`config.mk`:
```
export PLATFORM = sky130hd
export DESIGN_NAME = soc_power_state_machine
export DESIGN_NICKNAME = d
export VERILOG_FILES = /design/src/psm_pkg.sv /design/src/psm_sync.sv /design/src/soc_power_state_machine.sv
export SDC_FILE = /design/constraint.sdc
export NUM_CORES = 1
export LEC_CHECK = 0
export ABC_AREA = 0
export BUFFER_PORTS_ARGS = -buffer_cell sky130_fd_sc_hd__buf_4
export CELL_PAD_IN_SITES_DETAIL_PLACEMENT = 0
export CELL_PAD_IN_SITES_GLOBAL_PLACEMENT = 1
export CORE_AREA = 2 2 81 83
export DETAILED_ROUTE_END_ITERATION = 6
export DIE_AREA = 0 0 83 85
export GPL_ROUTABILITY_DRIVEN = 0
export HOLD_SLACK_MARGIN = 0.12
export PLACE_DENSITY = 0.6
export SYNTH_ARGS = -nofsm -noshare
export SYNTH_HDL_FRONTEND = slang
export SYNTH_SLANG_ARGS = --single-unit
```
`constraint.sdc`:
```
create_clock -name sys_clk_i -period 5.2 [get_ports sys_clk_i]
set_clock_uncertainty 0.2 [all_clocks]
set_input_delay 1.04 -clock sys_clk_i [delete_from_list [all_inputs] [get_ports sys_clk_i]]
set_output_delay 1.04 -clock sys_clk_i [all_outputs]
set_load 0.01 [all_outputs]
```
`src/psm_pkg.sv`:
```
package psm_pkg;

  typedef enum logic [2:0] {
    PSM_NO_POWER,
    PSM_STANDBY_ONLY,
    PSM_ON,
    PSM_SHALLOW_SLEEP,
    PSM_SLEEP,
    PSM_DEEP_SLEEP
  } psm_state_e;

  typedef enum logic [3:0] {
    PSM_TL_NONE,
    PSM_TL_SHALLOW_ENTRY,
    PSM_TL_SHALLOW_EXIT,
    PSM_TL_SLEEP_ENTRY,
    PSM_TL_SLEEP_EXIT,
    PSM_TL_DEEP_ENTRY,
    PSM_TL_DEEP_EXIT,
    PSM_TL_COLD_OFF
  } psm_task_e;

  // Host sideband pins, all raw and asynchronous
  typedef struct packed {
    logic shallow_sleep_req_n;
    logic sleep_req_n;
    logic deep_sleep_req_n;
    logic suspend_powerdown_ack;
    logic platform_reset_n;
  } psm_host_s;

  localparam int PSM_SYNC_STAGES    = 2;
  localparam int PSM_BTN_FAULT_TICKS = 4000;
  localparam int PSM_BTN_CNT_W      = 16;

endpackage : psm_pkg

```
`src/psm_sync.sv`:
```
module psm_sync #(
  parameter int WIDTH = 1
) (
  input  wire logic             sys_clk_i,
  input  wire logic             reset_i,
  input  wire logic [WIDTH-1:0] async_i,
  input  wire logic [WIDTH-1:0] rst_val_i,
  output logic      [WIDTH-1:0] sync_o
);
  logic [WIDTH-1:0] meta_q;
  logic [WIDTH-1:0] sync_q;

  // Flops reset to zero; the rst_val_i XOR makes sync_o reset to rst_val_i
  always_ff @(posedge sys_clk_i or posedge reset_i) begin
    if (reset_i) begin
      meta_q <= '0;
      sync_q <= '0;
    end else begin
      meta_q <= async_i ^ rst_val_i;
      sync_q <= meta_q;
    end
  end

  assign sync_o = sync_q ^ rst_val_i;
endmodule : psm_sync

```
`src/soc_power_state_machine.sv`:
```
// Overview of operation
// - Supply loss: reset to no-power state
// - Thermal critical: forced shutdown, no task list
// - Other critical: cold-off list then standby
// - Platform reset low in on, shallow: serial interface reset
// - Shallow request low in on: enter shallow
// - Button held in on: relay to host
// - Serial interfaces stay on in shallow sleep
// - Serial interfaces off in sleep, deep sleep
// - Standby states: retain registers, thermal off
// - Enable pin low in shallow: cold-off
// - Shallow request high: exit list, go on
// - Sleep request low in shallow: enter sleep
// - Sleep request high: exit to shallow/on
// - Deep request low in sleep: enter deep
// - Ack in deep sleep: cold-off to standby
// - Deep request high: exit to sleep
// - Button in shallow sleep: wake relay
// - Comparators, interrupts active in shallow, sleep
// - Power-save mode allowed in standby states
module soc_power_state_machine
  import psm_pkg::*;
#(
  parameter int BTN_FAULT_TICKS = psm_pkg::PSM_BTN_FAULT_TICKS
) (
  input  wire logic                  sys_clk_i,
  input  wire logic                  reset_i,
  input  wire psm_pkg::psm_host_s    host_i,
  input  wire logic                  power_button_in_n_i,
  input  wire logic                  chip_enable_pin_i,
  input  wire logic                  enable_pin_mode_i,
  input  wire logic                  shallow_sleep_used_i,
  input  wire logic                  supply_valid_i,
  input  wire logic                  start_i,
  input  wire logic                  thermal_critical_i,
  input  wire logic                  other_critical_i,
  input  wire logic                  task_done_i,
  output psm_pkg::psm_state_e        state_o,
  output logic                       task_start_o,
  output psm_pkg::psm_task_e         task_list_o,
  output logic                       rail_force_off_o,
  output logic                       logic_reset_o,
  output logic                       serial_if_reset_o,
  output logic                       serial_if_enable_o,
  output logic                       thermal_mon_enable_o,
  output logic                       comparators_active_o,
  output logic                       power_save_allowed_o,
  output logic                       power_button_to_host_n_o,
  output logic                       button_fault_o
);
  import psm_pkg::*;

  // Idle pin levels, so no request or ack is seen while the flops fill
  localparam logic [4:0] HOST_RST = 5'h1d;
  localparam logic [1:0] PIN_RST  = 2'h3;

  psm_host_s host_s;
  logic [1:0] pin_s;
  logic       btn_n_s;
  logic       en_pin_s;

  psm_sync #(.WIDTH(5)) u_host_sync (
    .sys_clk_i (sys_clk_i),
    .reset_i   (reset_i),
    .async_i   (host_i),
    .rst_val_i (HOST_RST),
    .sync_o    (host_s)
  );

  psm_sync #(.WIDTH(2)) u_pin_sync (
    .sys_clk_i (sys_clk_i),
    .reset_i   (reset_i),
    .async_i   ({power_button_in_n_i, chip_enable_pin_i}),
    .rst_val_i (PIN_RST),
    .sync_o    (pin_s)
  );
  assign btn_n_s  = pin_s[1];
  assign en_pin_s = pin_s[0];

  psm_state_e state_q, state_d;
  psm_task_e  task_q, task_d;
  logic       busy_q;
  psm_state_e dest_q;
  logic       force_q;
  logic       srst_q;
  logic [PSM_BTN_CNT_W-1:0] btn_cnt_q;
  logic       fault_q;
  logic       relay_q;
  logic       go;
  psm_state_e dest_d;

  // Button fault timer; released button clears it
  always_ff @(posedge sys_clk_i or posedge reset_i) begin
    if (reset_i) begin
      btn_cnt_q <= '0;
      fault_q   <= 1'b0;
    end else if (btn_n_s) begin
      btn_cnt_q <= '0;
      fault_q   <= 1'b0;
    end else if (btn_cnt_q < PSM_BTN_CNT_W'(BTN_FAULT_TICKS)) begin
      btn_cnt_q <= btn_cnt_q + 1'b1;
    end else begin
      fault_q <= 1'b1;
    end
  end

  // Button relayed in any powered state, fault or not
  always_ff @(posedge sys_clk_i or posedge reset_i) begin
    if (reset_i) begin
      relay_q <= 1'b1;
    end else begin
      relay_q <= (state_q == PSM_NO_POWER) ? 1'b1 : btn_n_s;
    end
  end

  // Transition select; supply loss and thermal critical first, other critical once no list runs
  always_comb begin
    state_d = state_q;
    task_d  = PSM_TL_NONE;
    dest_d  = state_q;
    go      = 1'b0;
    if (state_q != PSM_NO_POWER && state_q != PSM_STANDBY_ONLY) begin
      if (!supply_valid_i) begin
        state_d = PSM_NO_POWER;
      end else if (thermal_critical_i) begin
        state_d = PSM_STANDBY_ONLY;
      end else if (busy_q) begin
        state_d = state_q;
      end else if (other_critical_i) begin
        go = 1'b1;
        task_d = PSM_TL_COLD_OFF;
        dest_d = PSM_STANDBY_ONLY;
      end else begin
        case (state_q)
          PSM_ON: begin
            if (!host_s.shallow_sleep_req_n) begin
              go = 1'b1;
              task_d = PSM_TL_SHALLOW_ENTRY;
              dest_d = PSM_SHALLOW_SLEEP;
            end
          end
          PSM_SHALLOW_SLEEP: begin
            if (enable_pin_mode_i && !en_pin_s) begin
              go = 1'b1;
              task_d = PSM_TL_COLD_OFF;
              dest_d = PSM_STANDBY_ONLY;
            end else if (!host_s.sleep_req_n) begin
              go = 1'b1;
              task_d = PSM_TL_SLEEP_ENTRY;
              dest_d = PSM_SLEEP;
            end else if (host_s.shallow_sleep_req_n) begin
              go = 1'b1;
              task_d = PSM_TL_SHALLOW_EXIT;
              dest_d = PSM_ON;
            end
          end
          PSM_SLEEP: begin
            if (!host_s.deep_sleep_req_n) begin
              go = 1'b1;
              task_d = PSM_TL_DEEP_ENTRY;
              dest_d = PSM_DEEP_SLEEP;
            end else if (host_s.sleep_req_n) begin
              go = 1'b1;
              task_d = PSM_TL_SLEEP_EXIT;
              dest_d = shallow_sleep_used_i ? PSM_SHALLOW_SLEEP : PSM_ON;
            end
          end
          PSM_DEEP_SLEEP: begin
            if (host_s.suspend_powerdown_ack) begin
              go = 1'b1;
              task_d = PSM_TL_COLD_OFF;
              dest_d = PSM_STANDBY_ONLY;
            end else if (host_s.deep_sleep_req_n) begin
              go = 1'b1;
              task_d = PSM_TL_DEEP_EXIT;
              dest_d = PSM_SLEEP;
            end
          end
          default: state_d = state_q;
        endcase
      end
      if (busy_q && task_done_i && !thermal_critical_i && supply_valid_i) begin
        state_d = dest_q;
      end
    end else if (state_q == PSM_NO_POWER) begin
      if (supply_valid_i) state_d = PSM_STANDBY_ONLY;
    end else begin
      if (!supply_valid_i) begin
        state_d = PSM_NO_POWER;
      end else if (start_i) begin
        state_d = PSM_ON;
      end
    end
  end

  always_ff @(posedge sys_clk_i or posedge reset_i) begin
    if (reset_i) begin
      state_q <= PSM_NO_POWER;
    end else begin
      state_q <= state_d;
    end
  end

  // Task list runs; state moves when list completes, or at once on supply loss or thermal critical
  always_ff @(posedge sys_clk_i or posedge reset_i) begin
    if (reset_i) begin
      busy_q <= 1'b0;
      task_q <= PSM_TL_NONE;
      dest_q <= PSM_NO_POWER;
    end else if (!supply_valid_i || thermal_critical_i) begin
      busy_q <= 1'b0;
      task_q <= PSM_TL_NONE;
    end else if (go) begin
      busy_q <= 1'b1;
      task_q <= task_d;
      dest_q <= dest_d;
    end else if (busy_q && task_done_i) begin
      busy_q <= 1'b0;
    end
  end

  always_ff @(posedge sys_clk_i or posedge reset_i) begin
    if (reset_i) begin
      force_q <= 1'b0;
      srst_q  <= 1'b0;
    end else begin
      force_q <= supply_valid_i && thermal_critical_i && state_q != PSM_NO_POWER;
      // Low level of platform reset in on or shallow sleep holds interfaces in reset
      srst_q  <= !host_s.platform_reset_n &&
                 (state_q == PSM_ON || state_q == PSM_SHALLOW_SLEEP);
    end
  end

  logic serial_on;
  logic standby;
  assign serial_on = state_q == PSM_ON || state_q == PSM_SHALLOW_SLEEP;
  assign standby   = state_q == PSM_SHALLOW_SLEEP || state_q == PSM_SLEEP ||
                     state_q == PSM_DEEP_SLEEP;

  assign state_o                  = state_q;
  assign task_start_o             = go;
  assign task_list_o              = task_q;
  assign rail_force_off_o         = force_q;
  assign logic_reset_o            = !supply_valid_i && state_q != PSM_NO_POWER;
  assign serial_if_reset_o        = srst_q;
  assign serial_if_enable_o       = serial_on;
  assign thermal_mon_enable_o     = state_q == PSM_ON;
  assign comparators_active_o     = state_q != PSM_NO_POWER;
  assign power_save_allowed_o     = standby;
  assign power_button_to_host_n_o = relay_q;
  assign button_fault_o           = fault_q;
endmodule : soc_power_state_machine

```
==> results of run 1 <==
[worst max-delay path, stage by stage]
cell,delay (ns)
buf_4,0.12
nor3b_4,0.36
nand2_2,0.14
o31a_1,0.33
o21ai_4,0.13
buf_4,0.18
[metrics by stage]
stage	instances	util	area (um2)
2_1_floorplan	200	-	2080
3_3_place_gp	299	0.380	2360
3_5_place_dp	299	0.380	2360
4_1_cts	307	0.399	2470
5_1_grt	307	0.399	2470
6_report	307	0.399	2470
[logic make-up (layout without fill, tap and decap cells)]
kind of cell | Yosys count | after routing | synth area share
compound gates | 36 | 36 | 0.125
xor+xnor | 10 | 10 | 0.0422
fa+ha+maj | 1 | 1 | 0.00602
other cells | 1 | 1 | 0.00181
mux | 9 | 9 | 0.0464
buf+inv | 21 | 51 | 0.0440
flops | 44 | 44 | 0.531
simple gates | 78 | 78 | 0.204
[where the power goes]
| part | internal [mW] | total (mW) | switching, mW |
|---|---|---|---|
| Clock | 0.145 | 0.265 | 0.121 |
| Combinational | 0.121 | 0.244 | 0.123 |
| Sequential | 0.375 | 0.430 | 0.0549 |
[registers in the layout (all words and copies together), names as in the netlist]
name                      count
rail_force_off_o              1
power_button_to_host_n_o      1
u_host_sync.meta_q            5
button_fault_o                1
u_pin_sync.sync_q             2
u_host_sync.sync_q            5
task_list_o                   3
u_pin_sync.meta_q             2
btn_cnt_q                    16
state_o                       3
busy_q                        1
serial_if_reset_o             1
dest_q                        3
[layout make-up]
cell class	count	area, um2	area share
multi-input combinational	135	883	0.357
sequential	44	1100	0.445
inverter	12	45.0	0.0182
clock inverter	3	46.3	0.0187
timing repair buffer	31	233	0.0940
clock buffer	5	68.8	0.0278
tap	77	96.3	0.0389
[routing by layer]
| metal | vias up | part of all wire | global-route usage |
|---|---|---|---|
| li1 | 750 | - | - |
| met1 | 703 | 0.48 | 0.160 |
| met2 | 27 | 0.48 | 0.183 |
| met3 | 2 | 0.039 | 0.0399 |
| met4 | 0 | 0.0066 | 0.0447 |
| met5 | - | 0 | 0 |
[placed cells by master (no fill, tap or decap), types with 2 or more instances in the layout]
master	instances
dfrtp_1	43
buf_4	31
nand2_1	17
and2_1	13
inv_1	11
a21oi_1	9
nor2_1	8
nor2b_1	8
nand3_1	8
nor3_1	6
xnor2_1	6
mux2_2	5
clkbuf_8	5
mux2i_1	4
xor2_1	4
o21ai_0	3
a31oi_1	3
or3_1	3
nand4_1	3
and3_1	3
nand2b_1	2
o22ai_1	2
nor4_1	2
o21a_1	2
o211ai_1	2
[worst min path at each step]
stage / start / end / slack [ns] / cells past startpoint
after floorplan: u_host_sync.meta_q[0] / u_host_sync.sync_q[0] / 0.13 / 0
after global placement: u_pin_sync.meta_q[1] / u_pin_sync.sync_q[1] / 0.13 / 0
after detailed placement: u_host_sync.meta_q[0] / u_host_sync.sync_q[0] / 0.14 / 0
after CTS: u_host_sync.meta_q[0] / u_host_sync.sync_q[0] / 0.16 / 0
after global routing: u_host_sync.meta_q[2] / u_host_sync.sync_q[2] / 0.16 / 0
final: u_host_sync.meta_q[1] / u_host_sync.sync_q[1] / 0.15 / 0
==> impl_metrics.yaml, run 1 <==
clocking:
  cts_sinks: 44
  post_cts_resized: 0
  root_buffer: "clkbuf_8"
  hold_buffers: 0
  cts_buffers: 5
  cts_tree: "yes"
  htreeDepth: 2
  clkTransAtPathRegs_ns: 0.09
  clk_path_buf_depth: 2
  clk-insertion-delay-late_ns: 0.29
  cts_setup_buffers: 0
setup_path:
  arrival_ns: 2.31
  worstSetupStartpoint: "supply_valid_i"
  reg2reg_depth: 4
  ff2ff_setup_slack_ns: 2.87
  startpoint_type: "primary input"
  worstReg2RegEnd: "state_o[0]"
  end_kind: "output pin"
  path_class: "in -> out"
  worstReg2RegStart: "state_o[0]"
  worstPathMaxFanout: 8
  endpoint: "task_start_o"
  cp.required_ns: 3.96
floorplan:
  io_pins: 33
  dieArea_um2: 7060
  die_w_um: 83
  die_h_um: 85
  fp-row-count: 29
  core_um2: 6200
  initial_utilization: 0.335
power:
  vdd_drop_max_uv: 214
  p_per_area_nw_per_um2: 379
  p_total_uw: 939
  p_leak_nw: 1.15
detailed_routing:
  vias_per_cell: 4.83
  drcViolationCount: 0
  drt_first_iter_violations: 99
  antenna_left: 0
  routed_wirelength_mm: 4.07
  vias: 1482
  drt_pre_antenna_iters: 4
  wl_per_cell_um: 13.3
global_route:
  grt_pass1_vias: 1385
  grt_pass1_wl_mm: 6.73
  antenna_found_initial: 0
  grt_max_degree: 45
  grt_usage: 0.120
  overflow: 0
timing:
  min_period_ns: 3.55
  hold_violations: 0
  fmax_ghz: 0.281
  finalSetupTns_ns: 0
  setup_ws_ns: 1.65
  slew_violations: 0
  setup_viol: 0
  maxSlewHeadroom: 0.387
  rsz0062_at_grt: "false"
  worst_pin_slew_ns: 0.918
  period_share: 0.683
  whs_ns: 0.154
synthesis:
  ys.flop_type: "dfrtp_1"
  synth_top_area_frac: 0.518
  synth_edf_count: 0
  synth_cells: 200
  synth_area_um2: 2080
  yosysWarnings: 0
  syn_avg_cell_area_um2: 10.4
  synthTopCellsByCount: "dfrtp_1 (43), nand2_1 (17), and2_1 (13)"
  yosys.area.top_type: "dfrtp_1"
  yosys-top-cells-area: "dfrtp_1 (52%), and2_1 (3.9%), nand2_1 (3.1%)"
  yosysMostFrequentCell: "dfrtp_1"
  syn_nets: 217
  async_flop_share: 1.00
  seq_area_frac_synth: 0.531
  yosysUniqueCellTypes: 51
  synth_seq_cells: 44
job:
  max-cap-violations: 0
placement:
  place_ws_ns: 1.64
  dp_hpwl_mm: 2.81
  numPortBuffers: 31
cells_and_area:
  drive_gt1_frac: 0.226
  fill_cells: 617
  fin_nets: 246
  antenna_cells: 0
  area_delta_synth_final_pct: 19.2
worst_hold_path:
  holdCritPathClass: "reg -> reg"
outcome:
  status: "complete, no violations"
(Power assumes the default switching activity.)
==> run 2: changes to the inputs <==
--- a/config.mk
+++ b/config.mk
@@ -5,16 +5,16 @@
 export SDC_FILE = /design/constraint.sdc
 export NUM_CORES = 1
 export LEC_CHECK = 0
-export ABC_AREA = 0
+export ABC_AREA = 1
 export BUFFER_PORTS_ARGS = -buffer_cell sky130_fd_sc_hd__buf_4
 export CELL_PAD_IN_SITES_DETAIL_PLACEMENT = 0
 export CELL_PAD_IN_SITES_GLOBAL_PLACEMENT = 1
-export CORE_AREA = 2 2 81 83
+export CORE_AREA = 2 2 84 86
 export DETAILED_ROUTE_END_ITERATION = 6
-export DIE_AREA = 0 0 83 85
+export DIE_AREA = 0 0 86 88
 export GPL_ROUTABILITY_DRIVEN = 0
 export HOLD_SLACK_MARGIN = 0.12
-export PLACE_DENSITY = 0.6
+export PLACE_DENSITY = 0.62
 export SYNTH_ARGS = -nofsm -noshare
 export SYNTH_HDL_FRONTEND = slang
 export SYNTH_SLANG_ARGS = --single-unit
==> constraint.sdc (replaced) <==
create_clock -name sys_clk_i -period 3.39 [get_ports sys_clk_i]
set_clock_uncertainty 0.2 [all_clocks]
set_input_delay 0.678 -clock sys_clk_i [delete_from_list [all_inputs] [get_ports sys_clk_i]]
set_output_delay 0.678 -clock sys_clk_i [all_outputs]
set_load 0.01 [all_outputs]
==> run 2 against run 1 <==
Clock power is 65% higher. Largest cell class unchanged. Critical path type is now reg -> out. Largest power group unchanged. Design area is 7.6% higher. Worst setup slack worse by 0.95 ns.
==> impl_metrics.yaml, run 2 <==
outcome:
  status: "complete, no violations"
synthesis:
  synthTopCellsByCount: "nand2_1 (87), dfrtp_1 (43), inv_1 (36)"
  yosysUniqueCellTypes: 30
  yosysMostFrequentCell: "nand2_1"
  synth_edf_count: 0
  ys.flop_type: "dfrtp_1"
  synth_area_um2: 2240
  yosys.area.top_type: "dfrtp_1"
  syn_avg_cell_area_um2: 7.89
  synth_seq_cells: 44
  synth_cells: 284
  seq_area_frac_synth: 0.492
  yosysWarnings: 0
  syn_nets: 301
  synth_top_area_frac: 0.480
  yosys-top-cells-area: "dfrtp_1 (48%), nand2_1 (15%), nand3_1 (6.7%)"
  async_flop_share: 1.00
timing:
  worst_pin_slew_ns: 0.925
  maxSlewHeadroom: 0.382
  hold_violations: 0
  setup_viol: 0
  period_share: 0.796
  finalSetupTns_ns: 0
  slew_violations: 0
  min_period_ns: 2.70
  fmax_ghz: 0.371
  rsz0062_at_grt: "false"
setup_path:
  cp_common_cell: "nor2_1"
  slowest_stage: "dfrtp_1"
  arrival_ns: 1.82
  cp.required_ns: 2.51
  crit_family: "simple AND/OR/NAND/NOR gates"
  worstSetupStartpoint: "state_o[0]"
  path_class: "reg -> out"
  end_kind: "output pin"
  worstReg2RegStart: "state_o[2]"
  worstPathMaxFanout: 9
  startpoint_type: "flip-flop"
  crit_buf_inv: 3
  crit_chain: "inv_2 -> nor2_1 -> nand3_1 -> nand2_1 -> nor2_1 -> nand2_2 -> nand2_4 -> clkinv_2 -> buf_4"
  critPathMaxStageDelay_ns: 0.55
floorplan:
  initial_utilization: 0.337
  dieArea_um2: 7570
  core_um2: 6640
  die_w_um: 86
  io_pins: 33
  die_h_um: 88
  fp-row-count: 30
global_route:
  grt_pass1_wl_mm: 8.18
  overflow: 0
  grt_pass1_vias: 1700
  grt_max_degree: 45
  grt_usage: 0.139
  antenna_found_initial: 0
placement:
  place_inst: 390
  place_area_um2: 2540
  numPortBuffers: 31
  dp_hpwl_mm: 3.54
cells_and_area:
  layout.cells.non_filler: 398
  final_cell_area_um2: 2660
  antenna_cells: 0
  reg_top3: "btn_cnt_q x16, u_host_sync.meta_q x5, u_host_sync.sync_q x5"
  final_util: 0.401
  final_common_cell: "nand2_1"
  layout_common_cells: "nand2_1 (87), dfrtp_1 (43), inv_1 (35)"
  area_delta_synth_final_pct: 18.8
  largest_reg_flops: 16
  largest-register: "btn_cnt_q"
  drive_gt1_frac: 0.201
  fin_nets: 334
detailed_routing:
  antenna_left: 0
  drt_first_iter_violations: 120
  drcViolationCount: 0
  vias_per_cell: 4.56
  wl_per_cell_um: 12.1
  routed_wirelength_mm: 4.82
  vias: 1816
  drt_pre_antenna_iters: 4
power:
  p_per_area_nw_per_um2: 517
  p_leak_nw: 1.42
  vdd_drop_max_uv: 238
clocking:
  hold_buffers: 0
  cts_sinks: 44
  clk-insertion-delay-late_ns: 0.30
  clk_path_buf_depth: 2
  root_buffer: "clkbuf_8"
  clkTransAtPathRegs_ns: 0.08
  cts_setup_buffers: 0
  htreeDepth: 2
  cts_buffers: 5
  cts_tree: "yes"
  post_cts_resized: 0
worst_hold_path:
  holdCritPathClass: "reg -> reg"
  min_from: "u_host_sync.meta_q[3]"
job:
  max-cap-violations: 0
==> run 2: per-layer routing <==
layer / vias up / global-route usage / routed length (um)
met5: - / 0 / 0
met4: 0 / 0.0433 / 56
met3: 5 / 0.0368 / 212
met2: 36 / 0.207 / 1980
met1: 818 / 0.198 / 2570
li1: 957 / - / -
==> run 2: report_power, final <==
part	switching, mW	total (mW)	internal [mW]	leakage (nW)
Combinational	0.190	0.313	0.123	0.785
Clock	0.178	0.438	0.260	0.0645
Sequential	0.0518	0.626	0.574	0.568
Total	0.420	1.38	0.957	1.42
==> run 2: logic make-up (layout without fill, tap and decap cells) <==
family,after synthesis,count (layout),synth area share
simple gates,164,164,0.326
xor+xnor,5,5,0.0195
compound gates,22,22,0.0681
other cells,1,1,0.00167
buf+inv,47,81,0.0876
flops,44,44,0.492
fa+ha+maj,1,1,0.00558
==> run 2: layout make-up <==
class / count / area, um2
clock buffers: 7 / 96.3
clock inverters: 1 / 30.0
fillers: 690 / 3980
inverters: 42 / 159
multi-input cells: 193 / 943
flip-flops and latches: 44 / 1100
well taps: 80 / 100
repair buffers: 31 / 233
==> run 2: final timing paths <==
check                                        endpoint  slack [ns]  cells after the start
worst max-delay path                     task_start_o        0.69                      9
min in group asynchronous        u_pin_sync.meta_q[1]        0.39                      2
worst min register to register  u_host_sync.sync_q[3]        0.15                      0
max in group asynchronous       u_host_sync.sync_q[1]        2.03                      2
worst min-delay path            u_host_sync.sync_q[3]        0.15                      0
worst max register to register              dest_q[1]        1.56                     10
==> run 2: per-stage QoR <==
stage               setup WS, ns  power (mW)  hold WS [ns]
floorplan                   1.18       0.819         0.131
global placement           0.861       0.957         0.132
detailed placement         0.848       0.950         0.135
CTS                        0.692        1.40         0.154
global route               0.477        1.46         0.164
finish                     0.692        1.38         0.151
==> run 2: worst register-to-register path: cells and delay by family, from the launching register on <==
family / cells / cell delay (ns)
buffers and inverters: 2 / 0.18
flip-flops: 1 / 0.68
AND/OR/NAND/NOR: 8 / 0.72
